$ cat src/hdl/amc_cfg.svh
`ifndef AMC_CFG_SVH
`define AMC_CFG_SVH

// Interface clock
`define AMC_CLK_PERIOD_NS 100

// Pin and field widths
`define AMC_CS_W 3
`define AMC_BA_W 2
`define AMC_ADDR_W 22
`define AMC_CNT_W 7
`define AMC_EWC_W 9

// Extended wait timing, in interface clocks
`define AMC_WAIT_BLOCK 7'h10
`define AMC_RELEASE_DELAY 7'h04
`define AMC_RELEASE_MIN 7'h05

// Reset and idle values
`define AMC_CS_IDLE 3'h7
`define AMC_ADDR_RST 22'h000000
`define AMC_BA_RST 2'h0
`define AMC_EWC_RST 9'h000

`endif

$ cat src/hdl/amc_pkg.sv
package amc_pkg;

    typedef enum logic [2:0] {
        AMC_IDLE = 3'h0,
        AMC_SETUP = 3'h1,
        AMC_STROBE = 3'h3,
        AMC_HOLD = 3'h2,
        AMC_TURN = 3'h6,
        AMC_EXTW = 3'h7
    } amc_state_e;

    // Programmed code n stands for n + 1 clocks
    function automatic logic [6:0] amc_len7(input logic [5:0] code);
        amc_len7 = {1'b0, code} + 7'h01;
    endfunction

    function automatic logic [8:0] amc_len9(input logic [7:0] code);
        amc_len9 = {1'b0, code} + 9'h001;
    endfunction

    // One-hot active-low select; code 3 selects nothing
    function automatic logic [2:0] amc_cs_dec(input logic [1:0] bank);
        if (bank == 2'h0) begin
            amc_cs_dec = 3'h6;
        end else if (bank == 2'h1) begin
            amc_cs_dec = 3'h5;
        end else if (bank == 2'h2) begin
            amc_cs_dec = 3'h3;
        end else begin
            amc_cs_dec = 3'h7;
        end
    endfunction

endpackage

$ cat src/hdl/amc_top.sv
`timescale 1ns/10ps
`default_nettype none
`include "amc_cfg.svh"

module amc_top (
    // Clock and reset
    input wire logic ref_clk,
    input wire logic nrst,
    // Access request
    input wire logic req_valid,
    input wire logic req_write,
    input wire logic [1:0] req_bank,
    input wire logic [`AMC_BA_W-1:0] req_ba,
    input wire logic [`AMC_ADDR_W-1:0] req_addr,
    output logic req_ready,
    output logic access_done,
    output logic busy,
    // Configuration, each timing code is clocks minus one, the timeout limit is wait blocks minus one
    input wire logic cfg_select_strobe,
    input wire logic extended_wait_enable,
    input wire logic [1:0] bus_turnaround,
    input wire logic [3:0] read_setup,
    input wire logic [5:0] read_strobe,
    input wire logic [2:0] read_hold,
    input wire logic [3:0] write_setup,
    input wire logic [5:0] write_strobe,
    input wire logic [2:0] write_hold,
    input wire logic [7:0] wait_timeout_limit,
    // Status
    output logic [`AMC_EWC_W-1:0] external_wait_count,
    output logic wait_timeout,
    // Memory pins
    output logic [`AMC_CS_W-1:0] chip_select_n,
    output logic output_enable_n,
    output logic write_enable_n,
    input wire logic wait_input_n,
    output logic [`AMC_BA_W-1:0] bank_select_lines,
    output logic [`AMC_ADDR_W-1:0] memory_address_lines
);

    logic rst_meta_reg;
    logic rst_n;
    amc_pkg::amc_state_e state_reg;
    amc_pkg::amc_state_e state_next;
    logic wr_reg;
    logic [1:0] bank_reg;
    logic [`AMC_EWC_W-1:0] ewc_reg;
    logic [`AMC_EWC_W-1:0] ewc_next;
    logic cnt_load;
    logic [`AMC_CNT_W-1:0] cnt_val;
    logic [`AMC_CNT_W-1:0] cnt;
    logic cnt_last;
    logic tmo_next;
    logic done_next;
    logic wr_sel;
    logic [1:0] bank_sel;
    logic [`AMC_CNT_W-1:0] setup_len;
    logic [`AMC_CNT_W-1:0] strobe_len;
    logic [`AMC_CNT_W-1:0] hold_len;
    logic [`AMC_CNT_W-1:0] turn_len;
    logic [`AMC_EWC_W-1:0] limit;
    logic cs_on;
    logic strobe_on;
    logic [`AMC_CS_W-1:0] cs_reg;
    logic oe_reg;
    logic we_reg;
    logic [`AMC_BA_W-1:0] ba_reg;
    logic [`AMC_ADDR_W-1:0] addr_reg;
    logic ready_reg;
    logic done_reg;
    logic busy_reg;
    logic tmo_reg;
    logic [`AMC_EWC_W-1:0] ewc_out_reg;

    // Reset release through two flops
    always_ff @(posedge ref_clk or negedge nrst) begin
        if (!nrst) begin
            rst_meta_reg <= 1'b0;
            rst_n <= 1'b0;
        end else begin
            rst_meta_reg <= 1'b1;
            rst_n <= rst_meta_reg;
        end
    end

    // Phase lengths from the programmed codes
    assign wr_sel = (state_reg == amc_pkg::AMC_IDLE) ? req_write : wr_reg;
    assign bank_sel = (state_reg == amc_pkg::AMC_IDLE) ? req_bank : bank_reg;
    assign setup_len = wr_sel ? amc_pkg::amc_len7({2'h0, write_setup})
        : amc_pkg::amc_len7({2'h0, read_setup});
    assign strobe_len = wr_sel ? amc_pkg::amc_len7(write_strobe)
                               : amc_pkg::amc_len7(read_strobe);
    assign hold_len = wr_sel ? amc_pkg::amc_len7({3'h0, write_hold})
                             : amc_pkg::amc_len7({3'h0, read_hold});
    assign turn_len = amc_pkg::amc_len7({4'h0, bus_turnaround});
    assign limit = amc_pkg::amc_len9(wait_timeout_limit);

    amc_phase_cnt u_cnt (
        .ref_clk(ref_clk),
        .rst_n(rst_n),
        .load(cnt_load),
        .load_val(cnt_val),
        .count(cnt),
        .last(cnt_last)
    );

    always_comb begin
        state_next = state_reg;
        cnt_load = 1'b0;
        cnt_val = 7'h01;
        ewc_next = ewc_reg;
        tmo_next = 1'b0;
        done_next = 1'b0;
        case (state_reg)
            amc_pkg::AMC_IDLE: begin
                if (req_valid) begin
                    state_next = amc_pkg::AMC_SETUP;
                    cnt_load = 1'b1;
                    cnt_val = setup_len;
                    ewc_next = `AMC_EWC_RST;
                end
            end
            amc_pkg::AMC_SETUP: begin
                if (cnt_last) begin
                    state_next = amc_pkg::AMC_STROBE;
                    cnt_load = 1'b1;
                    cnt_val = strobe_len;
                end
            end
            amc_pkg::AMC_STROBE: begin
                if (cnt_last && extended_wait_enable && !wait_input_n) begin
                    state_next = amc_pkg::AMC_EXTW;
                    cnt_load = 1'b1;
                    cnt_val = `AMC_WAIT_BLOCK;
                    ewc_next = 9'h001;
                end else if (cnt_last) begin
                    state_next = amc_pkg::AMC_HOLD;
                    cnt_load = 1'b1;
                    cnt_val = hold_len;
                end
            end
            amc_pkg::AMC_EXTW: begin
                if (cnt_last && !wait_input_n && ewc_reg < limit) begin
                    cnt_load = 1'b1;
                    cnt_val = `AMC_WAIT_BLOCK;
                    ewc_next = ewc_reg + 9'h001;
                end else if (cnt_last) begin
                    state_next = amc_pkg::AMC_HOLD;
                    cnt_load = 1'b1;
                    cnt_val = hold_len;
                    tmo_next = !wait_input_n;
                end else if (wait_input_n && cnt >= `AMC_RELEASE_MIN) begin
                    cnt_load = 1'b1;
                    cnt_val = `AMC_RELEASE_DELAY;
                end
            end
            amc_pkg::AMC_HOLD: begin
                if (cnt_last) begin
                    state_next = amc_pkg::AMC_TURN;
                    cnt_load = 1'b1;
                    cnt_val = turn_len;
                    done_next = 1'b1;
                end
            end
            amc_pkg::AMC_TURN: begin
                if (cnt_last) begin
                    state_next = amc_pkg::AMC_IDLE;
                end
            end
            default: begin
                state_next = amc_pkg::AMC_IDLE;
            end
        endcase
    end

    always_ff @(posedge ref_clk or negedge rst_n) begin
        if (!rst_n) begin
            state_reg <= amc_pkg::AMC_IDLE;
            ewc_reg <= `AMC_EWC_RST;
        end else begin
            state_reg <= state_next;
            ewc_reg <= ewc_next;
        end
    end

    // Access attributes latched when the request is taken
    always_ff @(posedge ref_clk or negedge rst_n) begin
        if (!rst_n) begin
            wr_reg <= 1'b0;
            bank_reg <= 2'h3;
            ba_reg <= `AMC_BA_RST;
            addr_reg <= `AMC_ADDR_RST;
        end else if (state_reg == amc_pkg::AMC_IDLE && req_valid) begin
            wr_reg <= req_write;
            bank_reg <= req_bank;
            ba_reg <= req_ba;
            addr_reg <= req_addr;
        end
    end

    // Pin levels follow the next phase so they change on its first edge
    assign strobe_on = (state_next == amc_pkg::AMC_STROBE) ||
                       (state_next == amc_pkg::AMC_EXTW);
    assign cs_on = cfg_select_strobe ? strobe_on
                 : (strobe_on || state_next == amc_pkg::AMC_SETUP ||
                    state_next == amc_pkg::AMC_HOLD);

    always_ff @(posedge ref_clk or negedge rst_n) begin
        if (!rst_n) begin
            cs_reg <= `AMC_CS_IDLE;
            oe_reg <= 1'b1;
            we_reg <= 1'b1;
        end else begin
            cs_reg <= cs_on ? amc_pkg::amc_cs_dec(bank_sel)
                            : `AMC_CS_IDLE;
            oe_reg <= !(strobe_on && !wr_sel);
            we_reg <= !(strobe_on && wr_sel);
        end
    end

    // Status
    always_ff @(posedge ref_clk or negedge rst_n) begin
        if (!rst_n) begin
            ready_reg <= 1'b0;
            busy_reg <= 1'b0;
            done_reg <= 1'b0;
            tmo_reg <= 1'b0;
            ewc_out_reg <= `AMC_EWC_RST;
        end else begin
            ready_reg <= (state_next == amc_pkg::AMC_IDLE);
            busy_reg <= (state_next != amc_pkg::AMC_IDLE);
            done_reg <= done_next;
            tmo_reg <= tmo_next;
            ewc_out_reg <= ewc_next;
        end
    end

    assign req_ready = ready_reg;
    assign access_done = done_reg;
    assign busy = busy_reg;
    assign wait_timeout = tmo_reg;
    assign external_wait_count = ewc_out_reg;
    assign chip_select_n = cs_reg;
    assign output_enable_n = oe_reg;
    assign write_enable_n = we_reg;
    assign bank_select_lines = ba_reg;
    assign memory_address_lines = addr_reg;

    // Cycles spent in the current phase, for the checks below
    logic [7:0] ph_age_reg;
    always_ff @(posedge ref_clk or negedge rst_n) begin
        if (!rst_n) begin
            ph_age_reg <= 8'h00;
        end else if (state_next != state_reg) begin
            ph_age_reg <= 8'h00;
        end else if (ph_age_reg != 8'hff) begin
            ph_age_reg <= ph_age_reg + 8'h01;
        end
    end
endmodule

`default_nettype wire

$ cat src/hdl/amc_phase_cnt.sv
`timescale 1ns/10ps
`default_nettype none
`include "amc_cfg.svh"

module amc_phase_cnt (
    // Clock and reset
    input wire logic ref_clk,
    input wire logic rst_n,
    // Load
    input wire logic load,
    input wire logic [`AMC_CNT_W-1:0] load_val,
    // State
    output logic [`AMC_CNT_W-1:0] count,
    output logic last
);

    logic [`AMC_CNT_W-1:0] count_reg;

    always_ff @(posedge ref_clk or negedge rst_n) begin
        if (!rst_n) begin
            count_reg <= 7'h00;
        end else if (load) begin
            count_reg <= load_val;
        end else if (count_reg != 7'h00) begin
            count_reg <= count_reg - 7'h01;
        end
    end

    assign count = count_reg;
    assign last = (count_reg == 7'h01);

endmodule

`default_nettype wire

$ cat config.mk
export PLATFORM = sky130hd
export DESIGN_NAME = amc_top
export DESIGN_NICKNAME = d
export VERILOG_FILES = /design/src/hdl/amc_pkg.sv /design/src/hdl/amc_top.sv /design/src/hdl/amc_phase_cnt.sv
export VERILOG_INCLUDE_DIRS = /design/src /design/src/hdl
export SDC_FILE = /design/constraint.sdc
export NUM_CORES = 1
export LEC_CHECK = 0
export BUFFER_PORTS_ARGS = -buffer_cell sky130_fd_sc_hd__buf_4
export CAP_MARGIN = 20
export CORE_MARGIN = 5
export CORE_UTILIZATION = 51
export CTS_BUF_LIST = sky130_fd_sc_hd__clkbuf_16
export DETAILED_ROUTE_END_ITERATION = 16
export PLACE_DENSITY = 0.85
export SYNTH_ARGS = -nofsm -noshare
export SYNTH_HDL_FRONTEND = slang
export SYNTH_SLANG_ARGS = --single-unit
$ cat constraint.sdc
create_clock -name ref_clk -period 2 [get_ports ref_clk]
set_input_delay 0.1 -clock ref_clk [delete_from_list [all_inputs] [get_ports ref_clk]]
set_output_delay 0.1 -clock ref_clk [all_outputs]
set_load 0.02 [all_outputs]
==> impl_metrics.toml, run 1 <==
[clocking]
cts_tree = "yes"
cts_max_path_buffers = 2
clk_latency_ns = 0.32
htree_levels = 3
clkSlewWorstSetupHoldPaths_ns = 0.05
cts_sinks = 57
cts.root.buffer_cell = "clkbuf_16"
cts_made_buffers = 9

[timing]
setup_violations = 21
finClkSkew_ns = 0.00384
setup_tns_ns = -2.64
fmax_mhz = 402
relSlewSlack_pct = 61.7
period_needed_ns = 2.48
rsz0062_at_grt = "yes"
max_slew.worst_pin.slew_ns = 0.574
finalHoldViolCount = 0
drv_slew = 0
finalWorstSetupSlack_ns = -0.485
hold_ws_ns = 0.00454
fin_crit_sh_pct = 124

[layout]
antenna_cells = 0
multi_input_area_mm2 = 0.00234
final_core_util_pct = 87.5
drive_gt1_share_pct = 43.6
largest_reg_flops = 22
fillers = 305
area_growth_pct = 69.0
layoutNonFillerInstCount = 685
final_cell_mix = "buf_4, nand2_1, dfrtp_1"
seq_area_mm2 = 0.00144
layout.cells.most_common = "buf_4"
num-nets-final = 685

[status]
violations = "setup timing"
outcome = "finished with violations"

[route]
post_drt_wl_per_cell_um = 19.9
drt_iter0_drc = 375
ant_nets = 0
drt_first_pass_iters = 5
vias = 4095
wirelength_um = 13600
drcViolationCount = 0
vias_per_cell = 5.98

[placement]
dp_hpwl_um = 7680
place_inst = 628
place.port_buffers = 110
place_congestion = 0.956

[floorplanning]
initial_core_util_pct = 51.8
core_area_mm2 = 0.00672
io_pins = 111
die_area_mm2 = 0.00857
die_width_um = 92.6
fp-row-count = 30
die_y_um = 92.6

[worst_setup_path]
crit_fanout = 4
critPathCaptureType = "flip-flop"
required_ns = 2.16
slowest_delay_ns = 0.47
reg2reg_from = "state_reg[1]"
setup.worst_path.start = "state_reg[1]"
worstSetupPathType = "reg2reg"
slowest_stage = "a222oi_1"
cp_cell_sequence = "nor3_4 -> mux2i_4 -> buf_6 -> mux2_4 -> ha_4 -> a222oi_1 -> a32oi_1"
crit_arrival_ns = 2.65
critPathLaunchType = "flip-flop"

[power]
p_leak_nw = 2.83
ir_drop_v = 0.000831
p_per_area_mw_per_mm2 = 1190
power.total_mw = 7.02

[synth]
synth_top_area_cell = "dfrtp_1"
ys.warnings.count = 0
ys_ff_latch = 57
syn-instance-count = 403
syn-mean-instance-area_um2 = 8.63
yosys.area.top_type_share_pct = 36.0
ys.flop_type = "dfrtp_1"
yosysUniqueCellTypes = 60
seq_area_frac_synth_pct = 41.2
synth.area.top_cells = "dfrtp_1, nand2_1, ha_1"
synth_enable_flop_cells = 0
synth_area_mm2 = 0.00348
syn_nets = 488
async_flop_share_pct = 100

[global_route]
grt_usage_pct = 27.7
grt_pass1_wl_um = 19000
grt_start_max_net_pins = 32
grt-ovfl-total = 0
grt_pass1_vias = 3986
antenna_found_initial = 0

[min_path]
hold_path.startpoint = "req_bank[1]"
hp-class = "in2reg"

[flow_run]
drv_cap = 0
## timing repair
| item | in CTS | in global routing |
|---|---|---|
| endpoints found under the setup margin | 10 | 27 |
| hold buffers | 26 | 0 |
| gates cloned | 1 | 0 |
| pin swaps | 12 | 37 |
| gates resized for setup | 17 | 69 |
| buffers inserted | 5 | 12 |
| hold endpoints to repair | 27 | 0 |
## layout make-up
| class | instances | area share, % |
|---|---|---|
| clock buffer | 9 | 3.83 |
| clock inverter | 7 | 1.87 |
| inverter | 6 | 0.447 |
| multi-input combinational | 328 | 39.8 |
| sequential | 57 | 24.5 |
| tap | 80 | 1.70 |
| timing repair buffer | 198 | 27.9 |
## report_power, final
| group | internal, mW | leakage (nW) | switching (mW) |
|---|---|---|---|
| combinational | 1.56 | 1.95 | 1.89 |
| clock | 1.20 | 0.166 | 0.523 |
| sequential | 1.57 | 0.709 | 0.268 |
## stage by stage
| step | instance area (um^2) | setup slack [ns] |
|---|---|---|
| after floorplan | 3570 | -0.503 |
| after global placement | 4800 | -0.324 |
| after detailed placement | 4800 | -0.419 |
| after CTS | 5510 | -0.342 |
| after global routing | 5880 | -0.527 |
| final | 5880 | -0.485 |
## routing by layer
layer  wire length (um)  track usage (%)
met4                733             10.3
met3               1160             8.37
met2               6840             46.7
met1               4900             33.3
met5                  0                0
## cell usage after synthesis, drive strengths merged (3+ instances only)
| cell | instances |
|---|---|
| a211oi | 3 |
| a21oi | 18 |
| a31oi | 6 |
| and3 | 5 |
| and3b | 3 |
| buf | 5 |
| clkbuf | 8 |
| dfrtp | 50 |
| dfstp | 7 |
| ha | 16 |
| inv | 5 |
| mux2 | 7 |
| mux2i | 5 |
| nand2 | 110 |
| nand3 | 30 |
| nand4 | 6 |
| nor2 | 22 |
| nor3 | 11 |
| nor3b | 5 |
| o21ai | 20 |
| o31ai | 4 |
| xnor2 | 11 |
| xor2 | 12 |
## path summary, 6_finish.rpt
| kind | endpoint | slack [ns] | cells after the start |
|---|---|---|---|
| setup / recovery | u_cnt.count[1] | -0.48 | 7 |
| hold / removal | bank_reg[1] | 0.005 | 3 |
| setup reg to reg | u_cnt.count[1] | -0.48 | 7 |
| hold reg to reg | memory_address_lines[19] | 0.26 | 0 |
| max in group asynchronous | bank_reg[0] | 1.09 | 1 |
| min in group asynchronous | rst_meta_reg | 0.10 | 2 |
## critical path: cells and delay by family, from the launching register on
family | cells | cell delay (ns)
multiplexers | 2 | 0.65
buffers and inverters | 1 | 0.14
adder cells (fa/ha/maj) | 1 | 0.21
AND/OR/NAND/NOR | 1 | 0.26
AO/OA/AOI/OAI | 2 | 0.67
flip-flops | 1 | 0.40
## logic make-up (layout without fill, tap and decap cells)
| group | after synthesis | after routing | share of synthesized area [%] |
|---|---|---|---|
| other cells | 1 | 1 | 0.108 |
| xor+xnor | 23 | 23 | 5.79 |
| compound gates | 68 | 68 | 12.5 |
| simple gates | 207 | 208 | 27.8 |
| mux | 12 | 12 | 4.17 |
| flops | 57 | 57 | 41.2 |
| fa+ha+maj | 16 | 16 | 5.75 |
| buf+inv | 19 | 220 | 2.62 |
No activity file was read; power rests on OpenSTA's default activity.
==> run 2, diff against run 1 <==
==> constraint.sdc (replaced) <==
create_clock -name ref_clk -period 2.4 [get_ports ref_clk]
set_input_delay 0.12 -clock ref_clk [delete_from_list [all_inputs] [get_ports ref_clk]]
set_output_delay 0.12 -clock ref_clk [all_outputs]
set_load 0.02 [all_outputs]
==> impl_metrics.toml, run 2 (synthesis gave the netlist of run 1 again) <==
[status]
outcome = "finished with violations"
violations = "setup timing"

[global_route]
use_met1_pct = 30.1
antenna_found_initial = 0
grt-busiest-layer = "met2"
grt_pass1_wl_um = 17200
grt_start_max_net_pins = 29
grt_pass1_vias = 3742
grt_util_met2_pct = 43.4
grt_use_met3_pct = 6.09
grt_usage_pct = 25.0
grt-ovfl-total = 0

[floorplanning]
die_width_um = 92.6
die_area_mm2 = 0.00857
io_pins = 111
core_area_mm2 = 0.00672
die_y_um = 92.6
fp-row-count = 30
initial_core_util_pct = 51.8

[placement]
place_congestion = 0.866
place_inst = 601
dp_hpwl_um = 7570
place_area_mm2 = 0.00452
place.port_buffers = 110

[worst_setup_path]
critPathCaptureType = "flip-flop"
setup.worst_path.start = "state_reg[1]"
reg2reg_from = "state_reg[1]"
crit_fanout = 6
required_ns = 2.58
critPathLaunchType = "flip-flop"
worstSetupPathType = "reg2reg"
crit_arrival_ns = 2.62

[route]
drcViolationCount = 0
vias = 3747
vias_per_cell = 5.82
post_drt_wl_per_cell_um = 17.3
drt_iter0_drc = 277
ant_nets = 0
drt_first_pass_iters = 6
wirelength_um = 11200

[timing]
drv_slew = 0
relSlewSlack_pct = 66.0
period_needed_ns = 2.44
finalWorstSetupSlack_ns = -0.0438
fin_crit_sh_pct = 102
fmax_mhz = 409
finClkSkew_ns = 0.00878
rsz0062_at_grt = "yes"
setup_violations = 1
max_slew.worst_pin.slew_ns = 0.505
finalHoldViolCount = 0

[layout]
final_cell_area_mm2 = 0.00513
area_growth_pct = 47.4
final_core_util_pct = 76.3
layoutNonFillerInstCount = 644
layout.cells.most_common = "buf_4"
antenna_cells = 0
num-nets-final = 644
largest_reg_flops = 22
fillers = 445
drive_gt1_share_pct = 32.3
final_cell_mix = "buf_4, nand2_1, dfrtp_1"

[clocking]
cts_tree = "yes"
cts_sinks = 57
cts.root.buffer_cell = "clkbuf_16"
cts_max_path_buffers = 2
cts_made_buffers = 9
clkSlewWorstSetupHoldPaths_ns = 0.05
clk_latency_ns = 0.32
htree_levels = 3

[power]
ir_drop_v = 0.000838
p_per_area_mw_per_mm2 = 1050
p_leak_nw = 2.54

[flow_run]
drv_cap = 0

[min_path]
hp-class = "in2reg"
hold_path.startpoint = "req_ba[1]"
## run 2: changes by cell type in the layout (fill, tap and decap cells not counted), sizes merged
cell,previous run,this run
dlygate4sd3,26,18
clkinv,3,4
clkinvlp,1,0
buf,172,140
inv,6,7
nand3,31,30
bufinv,3,2
## run 2: final timing paths
kind                                         to  cells past startpoint  slack (ns)
hold / removal             bank_select_lines[1]                      3       0.003
hold reg to reg                     access_done                      0        0.24
setup / recovery                 u_cnt.count[1]                      7       -0.04
max in group asynchronous      chip_select_n[0]                      1        1.50
min in group asynchronous          rst_meta_reg                      2        0.13
setup reg to reg                 u_cnt.count[1]                      7       -0.04
## run 2: area by class of cell
cell class | count | area (um^2) | area share (%)
Tap cell | 80 | 100 | 1.95
Clock buffer | 9 | 225 | 4.39
Clock inverter | 7 | 78.8 | 1.54
Sequential cell | 57 | 1440 | 28.0
Timing Repair Buffer | 158 | 1240 | 24.2
Multi-Input combinational cell | 327 | 2020 | 39.4
Inverter | 6 | 22.5 | 0.439
## run 2: power breakdown
| group | internal, mW | switching, mW |
|---|---|---|
| Combinational | 1.14 | 1.36 |
| Sequential | 1.31 | 0.259 |
| Clock | 0.888 | 0.425 |
| Total | 3.33 | 2.05 |
## run 2: stage by stage
step	power (mW)	setup slack (ns)	TNS, ns	hold slack [ns]
2_1_floorplan	2.98	-0.103	-0.188	-0.176
3_3_place_gp	3.71	-0.0202	-0.0202	-0.0974
3_5_place_dp	3.79	-0.101	-0.224	-0.0940
4_1_cts	5.15	0.0310	0	0.000938
5_1_grt	5.69	-0.121	-0.182	0.0161
6_report	5.38	-0.0438	-0.0438	0.00266
## run 2: worst max-delay path: stages (launching register included)
cell      delay [ns]
dfrtp_1         0.41
nor3_4          0.26
mux2i_4         0.42
buf_6           0.15
mux2_4          0.31
ha_4            0.24
a222oi_1        0.36
a32oi_1         0.16
## run 2: repair_timing
item | 4_1_cts | 5_1_grt
gates resized for setup | 0 | 12
setup endpoints to repair | 0 | 15
hold buffers | 18 | 0
setup buffers | 0 | 9
hold endpoints to repair | 19 | 0
## run 2: layer usage
| layer | part of all wire [%] | routed length, um |
|---|---|---|
| met1 | 38 | 4260 |
| met2 | 50 | 5580 |
| met3 | 9.6 | 1070 |
| met4 | 2.2 | 246 |
| met5 | 0 | 0 |
==> run 3, diff against run 2 <==
--- a/config.mk
+++ b/config.mk
@@ -11,8 +11,10 @@
 export CORE_MARGIN = 5
 export CORE_UTILIZATION = 51
 export CTS_BUF_LIST = sky130_fd_sc_hd__clkbuf_16
+export CTS_CLUSTER_DIAMETER = 50
 export DETAILED_ROUTE_END_ITERATION = 16
 export PLACE_DENSITY = 0.85
+export RECOVER_POWER = 50
 export SYNTH_ARGS = -nofsm -noshare
 export SYNTH_HDL_FRONTEND = slang
 export SYNTH_SLANG_ARGS = --single-unit
==> impl_metrics.toml, run 3 (synthesis gave the netlist of run 1 again) <==
[route]
post_drt_wl_per_cell_um = 17.3
drt_first_pass_iters = 5
vias_per_cell = 5.83
wirelength_um = 11200
ant_nets = 0
drcViolationCount = 0
vias = 3752
drt_iter0_drc = 357

[layout]
area_growth_pct = 44.0
antenna_cells = 0
seq_area_mm2 = 0.00144
final_cell_area_mm2 = 0.00501
drive_gt1_share_pct = 26.6
multi_input_area_mm2 = 0.00202
num-nets-final = 644
largest_reg_flops = 22
final_core_util_pct = 74.6
layout.cells.most_common = "nand2_1"
final_cell_mix = "nand2_1, buf_4, dfrtp_1"
fillers = 484

[worst_setup_path]
worstSetupPathType = "reg2reg"
critPathCaptureType = "flip-flop"
ff2ff_setup_slack_ns = -0.06
reg2reg_from = "state_reg[1]"
required_ns = 2.58
crit_fanout = 6
crit_arrival_ns = 2.64
critPathLaunchType = "flip-flop"
rr_endpoint = "u_cnt.count[1]"
r2r_cells = 7

[global_route]
antenna_found_initial = 0
grt-ovfl-total = 0
grt_pass1_vias = 3742
grt_start_max_net_pins = 29
grt_pass1_wl_um = 17200
grt_usage_pct = 25.0

[clocking]
cts_sinks = 57
cts_tree = "yes"
clk_latency_ns = 0.32
cts.root.buffer_cell = "clkbuf_16"
htree_levels = 3
cts_max_path_buffers = 2
cts_made_buffers = 9
clkSlewWorstSetupHoldPaths_ns = 0.05

[timing]
finalWorstSetupSlack_ns = -0.0590
finalHoldViolCount = 0
fin_crit_sh_pct = 102
fmax_mhz = 407
relSlewSlack_pct = 31.6
setup_tns_ns = -0.0590
setup_violations = 1
rsz0062_at_grt = "yes"
max_slew.worst_pin.slew_ns = 1.03
period_needed_ns = 2.46
finClkSkew_ns = 0.00833
drv_slew = 0

[placement]
dp_hpwl_um = 7570
place_area_mm2 = 0.00452
place_congestion = 0.866
place.port_buffers = 110

[floorplanning]
die_area_mm2 = 0.00857
initial_core_util_pct = 51.8
die_width_um = 92.6
io_pins = 111
core_area_mm2 = 0.00672
die_y_um = 92.6
fp-row-count = 30

[power]
ir_drop_v = 0.000774
p_per_area_mw_per_mm2 = 1040
p_leak_nw = 2.42

[min_path]
hold_path_end = "bank_select_lines[1]"
hold_path.startpoint = "req_ba[1]"
hp-class = "in2reg"
whs_path_depth = 3

[flow_run]
drv_cap = 0

[status]
violations = "setup timing"
outcome = "finished with violations"
==> run 3: cell types whose count changed in the layout (fill, tap and decap cells not counted) <==
| cell | previous run | this run |
|---|---|---|
| dfrtp_2 | 1 | 0 |
| dfrtp_1 | 49 | 50 |
| clkbuf_1 | 0 | 31 |
| buf_4 | 137 | 106 |
==> run 3: worst max path at each step <==
stage / start / to / depth (start not counted)
CTS: state_reg[0] / u_cnt.count[1] / 7
global placement: wait_timeout_limit[0] / busy / 11
global route: state_reg[1] / u_cnt.count[1] / 7
floorplan: state_reg[0] / u_cnt.count[4] / 11
detailed placement: wait_timeout_limit[0] / busy / 11
finish: state_reg[1] / u_cnt.count[1] / 7
==> run 3: what timing repair did <==
item / CTS / global route
hold endpoints to repair: 19 / 0
setup buffers: 0 / 9
hold buffers: 18 / 0
setup endpoints to repair: 0 / 15
gates resized for setup: 0 / 12
==> run 3: cell type report <==
cell class              instances  share of cell area, %
well taps                      80                   2.00
clock inverters                 7                   1.57
clock buffers                   9                   4.50
flip-flops and latches         57                   28.6
repair buffers                158                   22.5
inverters                       6                  0.450
multi-input cells             327                   40.4
==> run 3: power breakdown <==
group / total [mW] / switching, mW / internal, mW
clock: 1.31 / 0.422 / 0.888
combinational: 2.36 / 1.37 / 0.990
sequential: 1.56 / 0.253 / 1.31
total: 5.23 / 2.04 / 3.19
==> run 3: per-layer routing <==
layer  wire, um  global-route usage [%]  share of wire [%]
met5          0                       0                  0
met4        232                    8.54                2.1
met3        933                    6.09                8.4
met2       5600                    43.4                 50
met1       4390                    30.1                 39
==> run 3: per-stage QoR <==
step / worst slack [ns] / hold slack, ns / power (mW) / cells
after floorplan: -0.103 / -0.176 / 2.98 / 403
after global placement: -0.0202 / -0.0974 / 3.71 / 601
after detailed placement: -0.101 / -0.0940 / 3.79 / 601
after CTS: 0.0310 / 0.000938 / 5.15 / 635
after global routing: -0.121 / 0.0161 / 5.53 / 644
final: -0.0590 / 0.00372 / 5.23 / 644
==> run 3: worst max-delay path: stages (launching register included) <==
cell and delay [ns]:
dfrtp_1 0.41, nor3_4 0.26, mux2i_4 0.43, buf_6 0.15, mux2_4 0.31, ha_4 0.24, a222oi_1 0.36, a32oi_1 0.16
